`config.mk`:
```
export PLATFORM = sky130hd
export DESIGN_NAME = dpa_host
export DESIGN_NICKNAME = d
export VERILOG_FILES = /design/src/hdl/dpa_pkg.sv /design/src/hdl/dpa_sync_if.sv /design/src/hdl/dpa_host.sv /design/src/hdl/dpa_sync.sv
export VERILOG_INCLUDE_DIRS = /design/src /design/src/hdl
export SDC_FILE = /design/constraint.sdc
export NUM_CORES = 1
export LEC_CHECK = 0
export ABC_AREA = 1
export BUFFER_PORTS_ARGS = -buffer_cell sky130_fd_sc_hd__buf_2
export CAP_MARGIN = 20
export CORE_UTILIZATION = 25
export DETAILED_ROUTE_END_ITERATION = 10
export PLACE_DENSITY = 0.47
export SYNTH_ARGS = -nofsm -noshare
export SYNTH_HDL_FRONTEND = slang
export SYNTH_HIERARCHICAL = 1
export SYNTH_SLANG_ARGS = --single-unit
export TNS_END_PERCENT = 30
```
`constraint.sdc`:
```
create_clock -name mclk_i -period 1.45 [get_ports mclk_i]
set_clock_uncertainty 0.2 [all_clocks]
set_input_delay 0.2175 -clock mclk_i [delete_from_list [all_inputs] [get_ports mclk_i]]
set_output_delay 0.2175 -clock mclk_i [all_outputs]
set_load 0.01 [all_outputs]
```
`src/hdl/dpa_cfg.svh`:
```
// Timing counts and field positions for the two-port memory host controller
`ifndef DPA_CFG_SVH
`define DPA_CFG_SVH
`define DPA_CLK_NS 50
`define DPA_ADDR_W 15
`define DPA_DATA_W 16
`define DPA_TOKEN_W 3
// Pin timing in ns, as printed for the slowest grade
`define DPA_ACCESS_NS 25
`define DPA_WRITE_PULSE_NS 22
`define DPA_TOKEN_UPDATE_PULSE_NS 12
`define DPA_TOKEN_WRITE_READ_GAP_NS 5
`define DPA_COLLISION_RELEASE_DATA_DELAY_NS 25
// Cycle counts: least times round up
`define DPA_CYC(ns) (((ns) + `DPA_CLK_NS - 1) / `DPA_CLK_NS)
`define DPA_ACCESS_CYC (`DPA_CYC(`DPA_ACCESS_NS) + 1)
`define DPA_WRITE_PULSE_CYC (`DPA_CYC(`DPA_WRITE_PULSE_NS) + 1)
`define DPA_TOKEN_UPDATE_PULSE_CYC `DPA_CYC(`DPA_TOKEN_UPDATE_PULSE_NS)
`define DPA_TOKEN_WRITE_READ_GAP_CYC `DPA_CYC(`DPA_TOKEN_WRITE_READ_GAP_NS)
`define DPA_RELEASE_CYC `DPA_CYC(`DPA_COLLISION_RELEASE_DATA_DELAY_NS)
// Mailbox locations
`define DPA_MAILBOX_PEER 15'h7FFF
`define DPA_MAILBOX_OWN 15'h7FFE
`endif

```
`src/hdl/dpa_pkg.sv`:
```
// Types for the two-port memory host controller
package dpa_pkg;
  typedef enum logic [1:0] {DPA_OP_READ, DPA_OP_WRITE, DPA_OP_TOKEN_WRITE, DPA_OP_TOKEN_READ} dpa_op_e;
  typedef enum logic [2:0] {DPA_IDLE, DPA_SETUP, DPA_STROBE, DPA_WAIT_FREE, DPA_RELEASE,
                            DPA_RECOVER} dpa_state_e;
endpackage

```
`src/hdl/dpa_sync_if.sv`:
```
// Interface carrying synchronised pin inputs to the sequencer
`timescale 1ns/1ps
`default_nettype none
interface dpa_sync_if;
  logic [15:0] data;
  logic collision_n;
  logic mailbox_n;
  modport src (output data, output collision_n, output mailbox_n);
  modport dst (input data, input collision_n, input mailbox_n);
endinterface
`default_nettype wire

```
`src/hdl/dpa_host.sv`:
```
// Host-side controller driving one port of the two-port memory
`timescale 1ns/1ps
`default_nettype none
`include "dpa_cfg.svh"
module dpa_host
  import dpa_pkg::*;
(
  input wire logic mclk_i, // 20 MHz clock
  input wire logic rstn_i, // Async reset, active low
  input wire logic req_i, // Start a transfer, level while idle
  input wire logic [1:0] op_i, // dpa_op_e code
  input wire logic [14:0] addr_i, // Word or token address
  input wire logic [15:0] wdata_i, // Write data
  input wire logic [1:0] lanes_i, // Bit1 upper lane, bit0 lower lane
  output logic ack_o, // One-cycle done pulse
  output logic [15:0] rdata_o, // Read data, held
  output logic mailbox_pending_o, // Mailbox flag seen low
  output logic [14:0] addr_o, // Address pins
  output logic select_n_o, // Port select pin
  output logic write_n_o, // Write strobe pin
  output logic gate_n_o, // Output gate pin
  output logic high_lane_select_n_o, // Upper lane select
  output logic low_lane_select_n_o, // Lower lane select
  output logic token_space_select_n_o, // Token space select
  input wire logic [15:0] data_i, // Data pins in
  output logic [15:0] data_o, // Data pins out
  output logic data_oe_o, // High while host drives data
  input wire logic collision_n_i, // Collision flag pin
  input wire logic mailbox_n_i // Mailbox flag pin
);
  dpa_sync_if sy ();
  dpa_sync u_sync (
    .mclk_i(mclk_i),
    .rstn_i(rstn_i),
    .data_pin_i(data_i),
    .collision_n_i(collision_n_i),
    .mailbox_n_i(mailbox_n_i),
    .sy(sy)
  );
  dpa_state_e state;
  dpa_state_e next_state;
  dpa_op_e op;
  dpa_op_e next_op;
  logic [3:0] cnt;
  logic [3:0] next_cnt;
  logic [14:0] addr;
  logic [14:0] next_addr;
  logic [15:0] wdata;
  logic [15:0] next_wdata;
  logic [1:0] lanes;
  logic [1:0] next_lanes;
  logic sel_n, next_sel_n, wr_n, next_wr_n, gate_n, next_gate_n;
  logic hi_n, next_hi_n, lo_n, next_lo_n, tok_n, next_tok_n, oe, next_oe;
  logic ack, next_ack, mbox, next_mbox;
  logic [15:0] rdata;
  logic [15:0] next_rdata;
  logic is_token, is_write;
  assign is_token = (op == DPA_OP_TOKEN_WRITE) || (op == DPA_OP_TOKEN_READ);
  assign is_write = (op == DPA_OP_WRITE) || (op == DPA_OP_TOKEN_WRITE);
  // ************************************************************
  // Cycle sequencer
  // ************************************************************
  // Address moves only in idle with all strobes high, so no write spans it
  always_comb begin
    next_state = state;
    next_op = op;
    next_cnt = cnt;
    next_addr = addr;
    next_wdata = wdata;
    next_lanes = lanes;
    next_sel_n = sel_n;
    next_wr_n = wr_n;
    next_gate_n = gate_n;
    next_hi_n = hi_n;
    next_lo_n = lo_n;
    next_tok_n = tok_n;
    next_oe = oe;
    next_ack = 1'b0;
    next_rdata = rdata;
    next_mbox = !sy.mailbox_n;
    unique case (state)
      DPA_IDLE: begin
        next_wr_n = 1'b1;
        next_gate_n = 1'b1;
        next_oe = 1'b0;
        if (req_i) begin
          next_op = dpa_op_e'(op_i);
          next_addr = addr_i;
          next_wdata = wdata_i;
          next_lanes = lanes_i;
          next_cnt = 4'h0;
          next_state = DPA_SETUP;
        end
      end
      DPA_SETUP: begin
        // Selects fall with the strobe, so the memory keeps its outputs off in a write
        if (is_token) begin
          next_sel_n = 1'b1;
          next_tok_n = 1'b0;
          next_hi_n = 1'b1;
          next_lo_n = 1'b1;
        end else begin
          next_sel_n = 1'b0;
          next_tok_n = 1'b1;
          next_hi_n = !lanes[1];
          next_lo_n = !lanes[0];
        end
        if (is_write) begin
          next_wr_n = 1'b0;
          next_oe = 1'b1;
        end else begin
          next_wr_n = 1'b1;
          next_gate_n = 1'b0;
        end
        next_cnt = 4'h0;
        next_state = DPA_STROBE;
      end
      DPA_STROBE: begin
        next_cnt = cnt + 4'h1;
        if (!is_token && !sy.collision_n) begin
          next_state = DPA_WAIT_FREE;
        end else if (cnt == 4'(is_write ? `DPA_WRITE_PULSE_CYC : `DPA_ACCESS_CYC)) begin
          if (!is_write) begin
            next_rdata = is_token ? {15'h0000, sy.data[0]} : sy.data;
          end
          next_wr_n = 1'b1;
          next_gate_n = 1'b1;
          next_cnt = 4'h0;
          next_state = DPA_RELEASE;
        end
      end
      DPA_WAIT_FREE: begin
        // Hold the strobe until the peer leaves, then allow data to settle
        next_cnt = sy.collision_n ? cnt + 4'h1 : 4'h0;
        if (cnt == 4'(`DPA_RELEASE_CYC)) begin
          next_cnt = 4'h0;
          next_state = DPA_STROBE;
        end
      end
      DPA_RELEASE: begin
        next_oe = 1'b0;
        next_sel_n = 1'b1;
        next_tok_n = 1'b1;
        next_hi_n = 1'b1;
        next_lo_n = 1'b1;
        next_cnt = 4'h0;
        next_state = DPA_RECOVER;
      end
      DPA_RECOVER: begin
        // Deselect time covers both the update pulse and the write-to-read gap
        next_cnt = cnt + 4'h1;
        if (cnt >= 4'(`DPA_TOKEN_UPDATE_PULSE_CYC) &&
            cnt >= 4'(`DPA_TOKEN_WRITE_READ_GAP_CYC)) begin
          next_ack = 1'b1;
          next_state = DPA_IDLE;
        end
      end
      default: next_state = DPA_IDLE;
    endcase
  end
  always_ff @(posedge mclk_i or negedge rstn_i) begin
    if (!rstn_i) begin
      state <= DPA_IDLE;
      op <= DPA_OP_READ;
      cnt <= 4'h0;
      addr <= 15'h0000;
      wdata <= 16'h0000;
      lanes <= 2'h0;
      sel_n <= 1'b1;
      wr_n <= 1'b1;
      gate_n <= 1'b1;
      hi_n <= 1'b1;
      lo_n <= 1'b1;
      tok_n <= 1'b1;
      oe <= 1'b0;
      ack <= 1'b0;
      rdata <= 16'h0000;
      mbox <= 1'b0;
    end else begin
      state <= next_state;
      op <= next_op;
      cnt <= next_cnt;
      addr <= next_addr;
      wdata <= next_wdata;
      lanes <= next_lanes;
      sel_n <= next_sel_n;
      wr_n <= next_wr_n;
      gate_n <= next_gate_n;
      hi_n <= next_hi_n;
      lo_n <= next_lo_n;
      tok_n <= next_tok_n;
      oe <= next_oe;
      ack <= next_ack;
      rdata <= next_rdata;
      mbox <= next_mbox;
    end
  end
  // ************************************************************
  // Pin outputs, all straight from flops
  // ************************************************************
  // Token writes place the claim bit on data line 0 (0 claims, 1 frees)
  assign data_o = wdata;
  assign data_oe_o = oe;
  assign addr_o = addr;
  assign select_n_o = sel_n;
  assign write_n_o = wr_n;
  assign gate_n_o = gate_n;
  assign high_lane_select_n_o = hi_n;
  assign low_lane_select_n_o = lo_n;
  assign token_space_select_n_o = tok_n;
  assign ack_o = ack;
  assign rdata_o = rdata;
  assign mailbox_pending_o = mbox;
endmodule
`default_nettype wire

```
`src/hdl/dpa_sync.sv`:
```
// Two-flop synchroniser for the memory's asynchronous outputs
`timescale 1ns/1ps
`default_nettype none
`include "dpa_cfg.svh"
module dpa_sync (
  input wire logic mclk_i, // System clock
  input wire logic rstn_i, // Async reset, active low
  input wire logic [15:0] data_pin_i, // Data bus from pins
  input wire logic collision_n_i, // Collision flag pin
  input wire logic mailbox_n_i, // Mailbox flag pin
  dpa_sync_if.src sy // Synchronised outputs
);
  logic [17:0] meta;
  logic [17:0] next_meta;
  logic [17:0] stable;
  logic [17:0] next_stable;
  // Only the second stage is ever read downstream
  always_comb begin
    next_meta = {data_pin_i, collision_n_i, mailbox_n_i};
    next_stable = meta;
  end
  always_ff @(posedge mclk_i or negedge rstn_i) begin
    if (!rstn_i) begin
      meta <= 18'h3FFFF;
      stable <= 18'h3FFFF;
    end else begin
      meta <= next_meta;
      stable <= next_stable;
    end
  end
  assign sy.data = stable[17:2];
  assign sy.collision_n = stable[1];
  assign sy.mailbox_n = stable[0];
endmodule
`default_nettype wire

```
## Yosys cells after proc, flatten, opt, wreduce, memory -nomap -nowiden

Cells that the tools add are included.

| operators by class | value |
|---|---|
| mux-type cells | 31 |
| $add $sub $neg | 1 |
| bitwise operators | 2 |
| reductions and logical operators | 22 |
| equality and inequality tests | 18 |
| $lt $le $gt $ge | 1 |

Operator list:

| operator | number |
|---|---|
| $mux 4 | 5 |
| $pmux 4 s5 | 1 |
| $pmux 3 s6 | 1 |
| $mux 16 | 1 |
| $mux 3 | 5 |
| $ne 2x2->1 const B | 7 |
| $reduce_and 4->1 | 3 |
| $mux 1 | 11 |
| $pmux 1 s2 | 5 |
| $eq 3x2->1 const B | 2 |
| $eq 3x3->1 const B | 2 |
| $pmux 1 s3 | 2 |
| $reduce_and 2->1 | 3 |
| $logic_not 1->1 | 5 |
| $reduce_bool 5->1 | 1 |
| $add 4x1->4 const B | 1 |
| $eq 2x2->1 const B | 2 |
| $eq 4x1->1 const B | 1 |
| $eq 4x2->1 const B | 1 |
| $ge 4x1->1 const B | 1 |
| $reduce_bool 2->1 | 2 |
| $reduce_or 2->1 | 2 |
| $eq 3x1->1 const B | 1 |
| $logic_not 3->1 | 1 |
| other kinds (7) | 9 |

| storage, ports and cells | value |
|---|---|
| flip-flop bits (word level) | 103 |
| output and inout port bits | 56 |
| word-level logic and storage cells | 93 |
| bits of input ports | 56 |

## Longest topological paths before layout

Gate-level depths: netlist (run 1).

| depth | value |
|---|---|
| depth in word-level cells | 6 |
| gate-level depth with buffers | 10 |
| gate-level depth less buffers | 10 |

## Modules after synthesis

The synthesis (run 1) kept the hierarchy.

Modules (own cells, without submodules):

| module | cells each | instances | area each (µm²) |
|---|---|---|---|
| dpa_host | 359 | 1 | 3,159.3 |
| dpa_sync | 36 | 1 | 945.9 |

## Least setup slack after synthesis (run 1)

OpenSTA, ideal clock, no wires.

| timing path | value |
|---|---|
| kind | register -> register |
| start point | register cnt[0] |
| end point | register rdata[10], in the netlist rdata_o[10] |
| cell stages (with the launch flop) | 9 |
| data arrival time | 1,267 ps |
| setup slack | -135 ps |
| clock period less this slack | 1,585 ps |
| data required time | 1,132 ps |
| cells stage by stage | dfrtp_1 inv_1 ha_1 nand2_2 nor2_4 nand3_4 buf_6 nand2_1 o21ai_2 |

| on the way | value |
|---|---|
| cells in the longest elaborated chain, start to end | 2 |

Ends and longest elaborated chain:

| what | RTL line | RTL |
|---|---|---|
| start: declaration | dpa_host.sv:44 | `logic [3:0] cnt;` |
| start signal: assignment | dpa_host.sv:182 | `cnt <= next_cnt;` |
| $eq 4x2->1 | dpa_host.sv:122 | `` end else if (cnt == 4'(is_write ? `DPA_WRITE_PULSE_CYC : `DPA_ACCESS_CYC)) begin `` |
| $reduce_and 4->1 (no source line) | -- |  |
| end signal: assignment | dpa_host.sv:194 | `rdata <= next_rdata;` |
| end: declaration | dpa_host.sv:55 | `logic [15:0] rdata;` |

No other way between the ends.
A chain may end at the register's enable or synchronous reset.

## Worst setup path after layout (run 1)

| timing path | value |
|---|---|
| start point | register cnt[0] |
| end point | register rdata[5], in the netlist rdata_o[5] |

Same word-level chain as after synthesis.

==> flow_summary.ini, run 1 <==
[global_route]
globalRouteOverflowTotal = 0
grt_pass1_wl_um = 16500
grt_max_degree = 54
grt_pass1_vias = 3405
antenna_found_initial = 0
grt_usage_pct = 12.8

[logic_synthesis]
ys.warnings.count = 6
ys_ff_latch = 103
syn_nets = 457
synth_area_mm2 = 0.00411
synth_top_area_cell = dfrtp_1
syn_inst = 395
syn_avg_cell_area_um2 = 10.4
synth_cell_types = 27
netlist.area_leader.share_pct = 37.2
synth_area_leaders = dfrtp_1, dfstp_2, nand2_1, nand3_1, o21ai_2
seq_area_frac_synth_pct = 64.1

[worst_setup_path]
end_kind = register
startpoint_type = register
r2r_start = cnt[0]
critical_path_class = register to register
worst-path-buf-inv = 2
cp.arrival_ps = 1600
crit_chain = inv_2, ha_4, nand2_4, nor2_4, nand3_4, buf_12, nand2_1, o21ai_2
crit_family = flip-flops
required_ps = 1490
cpPeakStageDelay_ps = 410
rr_worst_depth = 8
critPathMaxFanout = 17
regToRegSetupSlack_ps = -110
crit_slowest_cell = dfrtp_1
reg2reg_to = rdata_o[5]

[timing]
min_period_ps = 1560
hold-worst-slack_ps = 81.1
setup_tns_ps = -1890
grt_setup_unrepaired = true
tightest_slew_ps = 286
period_share_pct = 107
drv_slew = 0
maxSlewHeadroom_pct = 80.9
fin_ws_ps = -106
finalHoldViolCount = 0
fmax_mhz = 643
finalSetupViolations = 24

[pwr]
ir_drop_mv = 0.816
p_leak_nw = 3.12
seq_power_share_pct = 36.5
internal-power_mw = 7.21
combPwrFrac_pct = 41.7
swShare_pct = 37.1
power.switching_mw = 4.26
power_mw = 11.5
pwr_density_cell_mw_per_mm2 = 1830
pwr-share-clk_pct = 21.9

[floorplanning]
initial_core_util_pct = 25.7
num_rows = 46
pin_count = 112
core_mm2 = 0.0159
die_x_um = 130
die_area_mm2 = 0.0169
die_h_um = 130

[routing]
dr.pass1.iters = 5
routedWlPerCell_um = 12.3
vias = 3362
ant_nets = 0
drcViolationCount = 0
detail_route.iter0.violations = 164
routed_wl_um = 10000
via_per_inst = 4.12

[cells_and_area]
syn_to_final_growth_pct = 52.6
nFillCells = 1584
fin_nets = 658
drive_gt1_share_pct = 47.3
antenna_cells = 0

[outcome]
status = finished with violations
violations = negative setup slack

[placed_design]
io_buffers = 111
place_congestion = 0.752
place_hpwl_um = 6930

[clock_network]
cts_sinks = 103
root_buffer = clkbuf_16
htreeDepth = 3
clk_latency_ps = 350
cts_buffers = 9
cts_tree = built
clk_pin_slew_worst_paths_ps = 70
cts_buffer_depth = 2

[flow_run]
maxCapViolCount = 0

[hold_path]
min_path_type = input pin to asynchronous set/reset pin
==> cells by family after synthesis <==
kind of cell | share of synthesized area [%]
AOI/OAI and AO/OA | 5.58
buffers and inverters | 5.12
and+or+nand+nor | 23.4
DFF | 64.1
adders and majority gates | 1.83
==> stage by stage <==
| stage | utilization (%) | cells | cell area, um2 | setup slack [ps] |
|---|---|---|---|---|
| after floorplan | - | 395 | 4140 | -65.3 |
| after global placement | 32.7 | 746 | 5220 | -142 |
| after detailed placement | 32.7 | 746 | 5220 | -165 |
| after CTS | 38.8 | 817 | 6190 | -119 |
| after global routing | 39.3 | 817 | 6260 | -186 |
| final | 39.3 | 817 | 6260 | -106 |
==> cells in the mapped netlist <==
master / instances
o21bai_1: 1
o211ai_1: 4
dfstp_2: 42
ha_1: 6
o21ai_2: 16
clkbuf_1: 4
inv_4: 1
buf_4: 4
nand2_4: 1
nor2_8: 1
nand3_1: 48
nor2_1: 16
inv_2: 4
nand4_1: 8
a21oi_1: 4
buf_6: 6
clkinv_1: 1
nand2_2: 4
inv_1: 18
dfrtp_1: 61
nor2_4: 2
o22ai_1: 1
nand3_4: 1
buf_2: 1
o21ai_0: 5
nor2_2: 3
nand2_1: 132
==> power groups by stage <==
stage,clock [mW],combinational (mW),sequential [mW]
2_1_floorplan,0,2.22,4.40
3_3_place_gp,0,4.20,4.16
3_5_place_dp,0,4.29,4.16
4_1_cts,2.62,4.65,4.17
5_1_grt,2.72,5.36,4.28
6_report,2.51,4.78,4.18
==> metal layers <==
| layer | share of wire, % | GRT usage [%] | up-vias |
|---|---|---|---|
| met5 | 0 | 0 | - |
| met4 | 1.7 | 5.20 | 0 |
| met3 | 4.3 | 3.65 | 10 |
| met2 | 49 | 20.8 | 77 |
| met1 | 45 | 15.9 | 1598 |
| li1 | - | - | 1677 |
==> registers in the layout (all words and copies together), names as in the netlist <==
signal                  count
write_n_o                   1
rdata_o                    16
data_o                     16
gate_n_o                    1
ack_o                       1
select_n_o                  1
u_sync/meta                18
low_lane_select_n_o         1
u_sync/stable              18
addr_o                     15
cnt                         4
state                       3
lanes                       2
high_lane_select_n_o        1
mailbox_pending_o           1
data_oe_o                   1
token_space_select_n_o      1
op                          2
==> layout make-up <==
class / instances / area (um2) / area share [%]
sequential: 103 / 2630 / 42.0
timing repair buffer: 205 / 1520 / 24.3
multi-input combinational: 253 / 1430 / 22.8
tap: 216 / 270 / 4.31
clock buffer: 10 / 229 / 3.66
inverter: 24 / 103 / 1.64
clock inverter: 6 / 78.8 / 1.26
==> how the worst max path moves through the flow <==
| stage | startpoint | to | depth (start not counted) |
|---|---|---|---|
| floorplan | op[1] | rdata_o[3] | 6 |
| global placement | cnt[1] | state[2] | 10 |
| detailed placement | op[1] | rdata_o[15] | 7 |
| CTS | op[1] | rdata_o[0] | 7 |
| global route | cnt[1] | state[1] | 9 |
| finish | cnt[0] | rdata_o[5] | 8 |
==> cells in the final DEF (no fill, tap or decap), types with 14 or more instances in the layout <==
cell           count
nand2_1          111
buf_2            104
dfrtp_1           58
dlygate4sd3_1     54
nand3_1           45
dfstp_2           42
buf_4             32
nand2_2           20
o21ai_2           17
inv_1             14
==> timing repair <==
item	4_1_cts	5_1_grt
buffers inserted	1	0
endpoints found under the setup margin	65	60
hold buffers	54	0
gates resized for setup	33	24
hold endpoints to repair	125	0
pin swaps	4	9
(Power assumes the default switching activity.)
==> run 2: changes to the inputs <==
==> constraint.sdc (replaced) <==
create_clock -name mclk_i -period 1.45 [get_ports mclk_i]
set_clock_uncertainty 0.2 [all_clocks]
set_input_delay 0.29 -clock mclk_i [delete_from_list [all_inputs] [get_ports mclk_i]]
set_output_delay 0.29 -clock mclk_i [all_outputs]
set_load 0.01 [all_outputs]
==> run 2 against run 1 <==
  * First-iteration DRC count down 7.9%
  * Global-route usage increased by 0.056 points
  * Utilization grew 0.055 points
  * Non-clock buffer count up 2
  * Combinational power about the same
  * Sequential power about the same
  * The flow still finishes with violations (negative setup slack)
  * Sequential share of layout area about the same
  * Largest cell class unchanged
==> flow_summary.ini, run 2 (synthesis results as in run 1) <==
[global_route]
grt_pass1_wl_um = 16700
antenna_found_initial = 0
grt_pass1_vias = 3444
globalRouteOverflowTotal = 0
grt_max_degree = 69
grt_usage_pct = 12.8

[worst_setup_path]
end_kind = register
critPathMaxFanout = 17
startpoint_type = register
regToRegSetupSlack_ps = -120
cp.arrival_ps = 1620
required_ps = 1500
critical_path_class = register to register

[floorplanning]
pin_count = 112
die_area_mm2 = 0.0169
die_h_um = 130
core_mm2 = 0.0159
die_x_um = 130
num_rows = 46
initial_core_util_pct = 25.7

[timing]
fin_ws_ps = -123
maxSlewHeadroom_pct = 76.9
tightest_slew_ps = 347
finalSetupViolations = 30
drv_slew = 0
finalHoldViolCount = 0
period_share_pct = 109
min_period_ps = 1570
grt_setup_unrepaired = true
fmax_mhz = 636

[routing]
drcViolationCount = 0
dr.pass1.iters = 4
detail_route.iter0.violations = 151
via_per_inst = 4.15
ant_nets = 0
routed_wl_um = 10100
vias = 3397
routedWlPerCell_um = 12.3

[pwr]
ir_drop_mv = 0.850
pwr_density_cell_mw_per_mm2 = 1850
power_mw = 11.6
p_leak_nw = 3.13

[cells_and_area]
largest_registers = u_sync/meta: 18 flops, u_sync/stable: 18 flops
final_common_cell = nand2_1
multiInputGateArea_mm2 = 0.00141
fin_nets = 660
seq_area_mm2 = 0.00264
syn_to_final_growth_pct = 52.8
antenna_cells = 0
drive_gt1_share_pct = 45.9
final_cell_mix = nand2_1, buf_2, dfrtp_1
nFillCells = 1592

[clock_network]
clk_latency_ps = 350
htreeDepth = 3
cts_buffer_depth = 2
cts_tree = built
clk_pin_slew_worst_paths_ps = 70
cts_sinks = 103
cts_buffers = 9
root_buffer = clkbuf_16

[hold_path]
min_path_type = input pin to register

[placed_design]
place_ws_ps = -164
place_hpwl_um = 6850
place_congestion = 0.752
io_buffers = 111

[outcome]
violations = negative setup slack
status = finished with violations

[flow_run]
maxCapViolCount = 0
run 2: changes by cell type in the layout (fill, tap and decap cells not counted), sizes merged:
cell and delta:
buf +3, clkinv -3, clkbuf +2, bufinv +1, dlygate4sd3 -1
run 2: worst paths after layout:
kind,start,to,depth (start not counted)
min,op_i[0],op[0],3
max reg2reg,op[0],rdata_o[14],8
max,op[0],rdata_o[14],8
max in group asynchronous,rstn_i,u_sync/stable[0],3
min reg2reg,u_sync/meta[8],u_sync/stable[8],0
min in group asynchronous,rstn_i,rdata_o[3],3
run 2: stage by stage:
stage | utilization, % | instance area [um2] | instances | setup TNS, ps | hold slack [ps]
after floorplan | - | 4140 | 395 | -1110 | -206
after global placement | 32.7 | 5220 | 746 | -3590 | 80.0
after global routing | 39.3 | 6270 | 819 | -4780 | 38.5
after CTS | 38.8 | 6180 | 817 | -2110 | 29.2
after detailed placement | 32.7 | 5220 | 746 | -4030 | 81.7
final | 39.3 | 6270 | 819 | -2560 | 24.0
run 2: worst max-delay path, stage by stage (launching register included):
cell	delay [ps]
dfrtp_1	410
inv_2	80
ha_4	260
inv_2	40
nor2_4	90
nand3_4	100
buf_12	170
nand2_1	70
o21ai_2	50
run 2: metal layers:
layer  vias up  GRT usage [%]  wire, um
met5         -              0         0
met4         0           5.54       183
met3        13           3.53       489
met2        78           21.6      5130
met1      1628           15.4      4280
li1       1678              -         -
run 2: area by class of cell:
type                    count  area share (%)
clock inverters             4            1.24
inverters                  24            1.64
well taps                 216            4.31
repair buffers            207            24.4
flip-flops and latches    103            42.0
clock buffers              12            3.93
multi-input cells         253            22.5
run 2: power by group:
group | total (mW) | leakage [nW] | switching [mW] | internal (mW)
combinational | 4.75 | 1.75 | 2.65 | 2.10
clock | 2.66 | 0.158 | 1.09 | 1.58
sequential | 4.18 | 1.22 | 0.461 | 3.72
run 2: what timing repair did:
item,CTS,global route
endpoints found under the hold margin,121,0
endpoints found under the setup margin,64,68
gates resized for setup,25,21
setup buffers,2,2
pin swaps,5,9
hold buffers,53,0
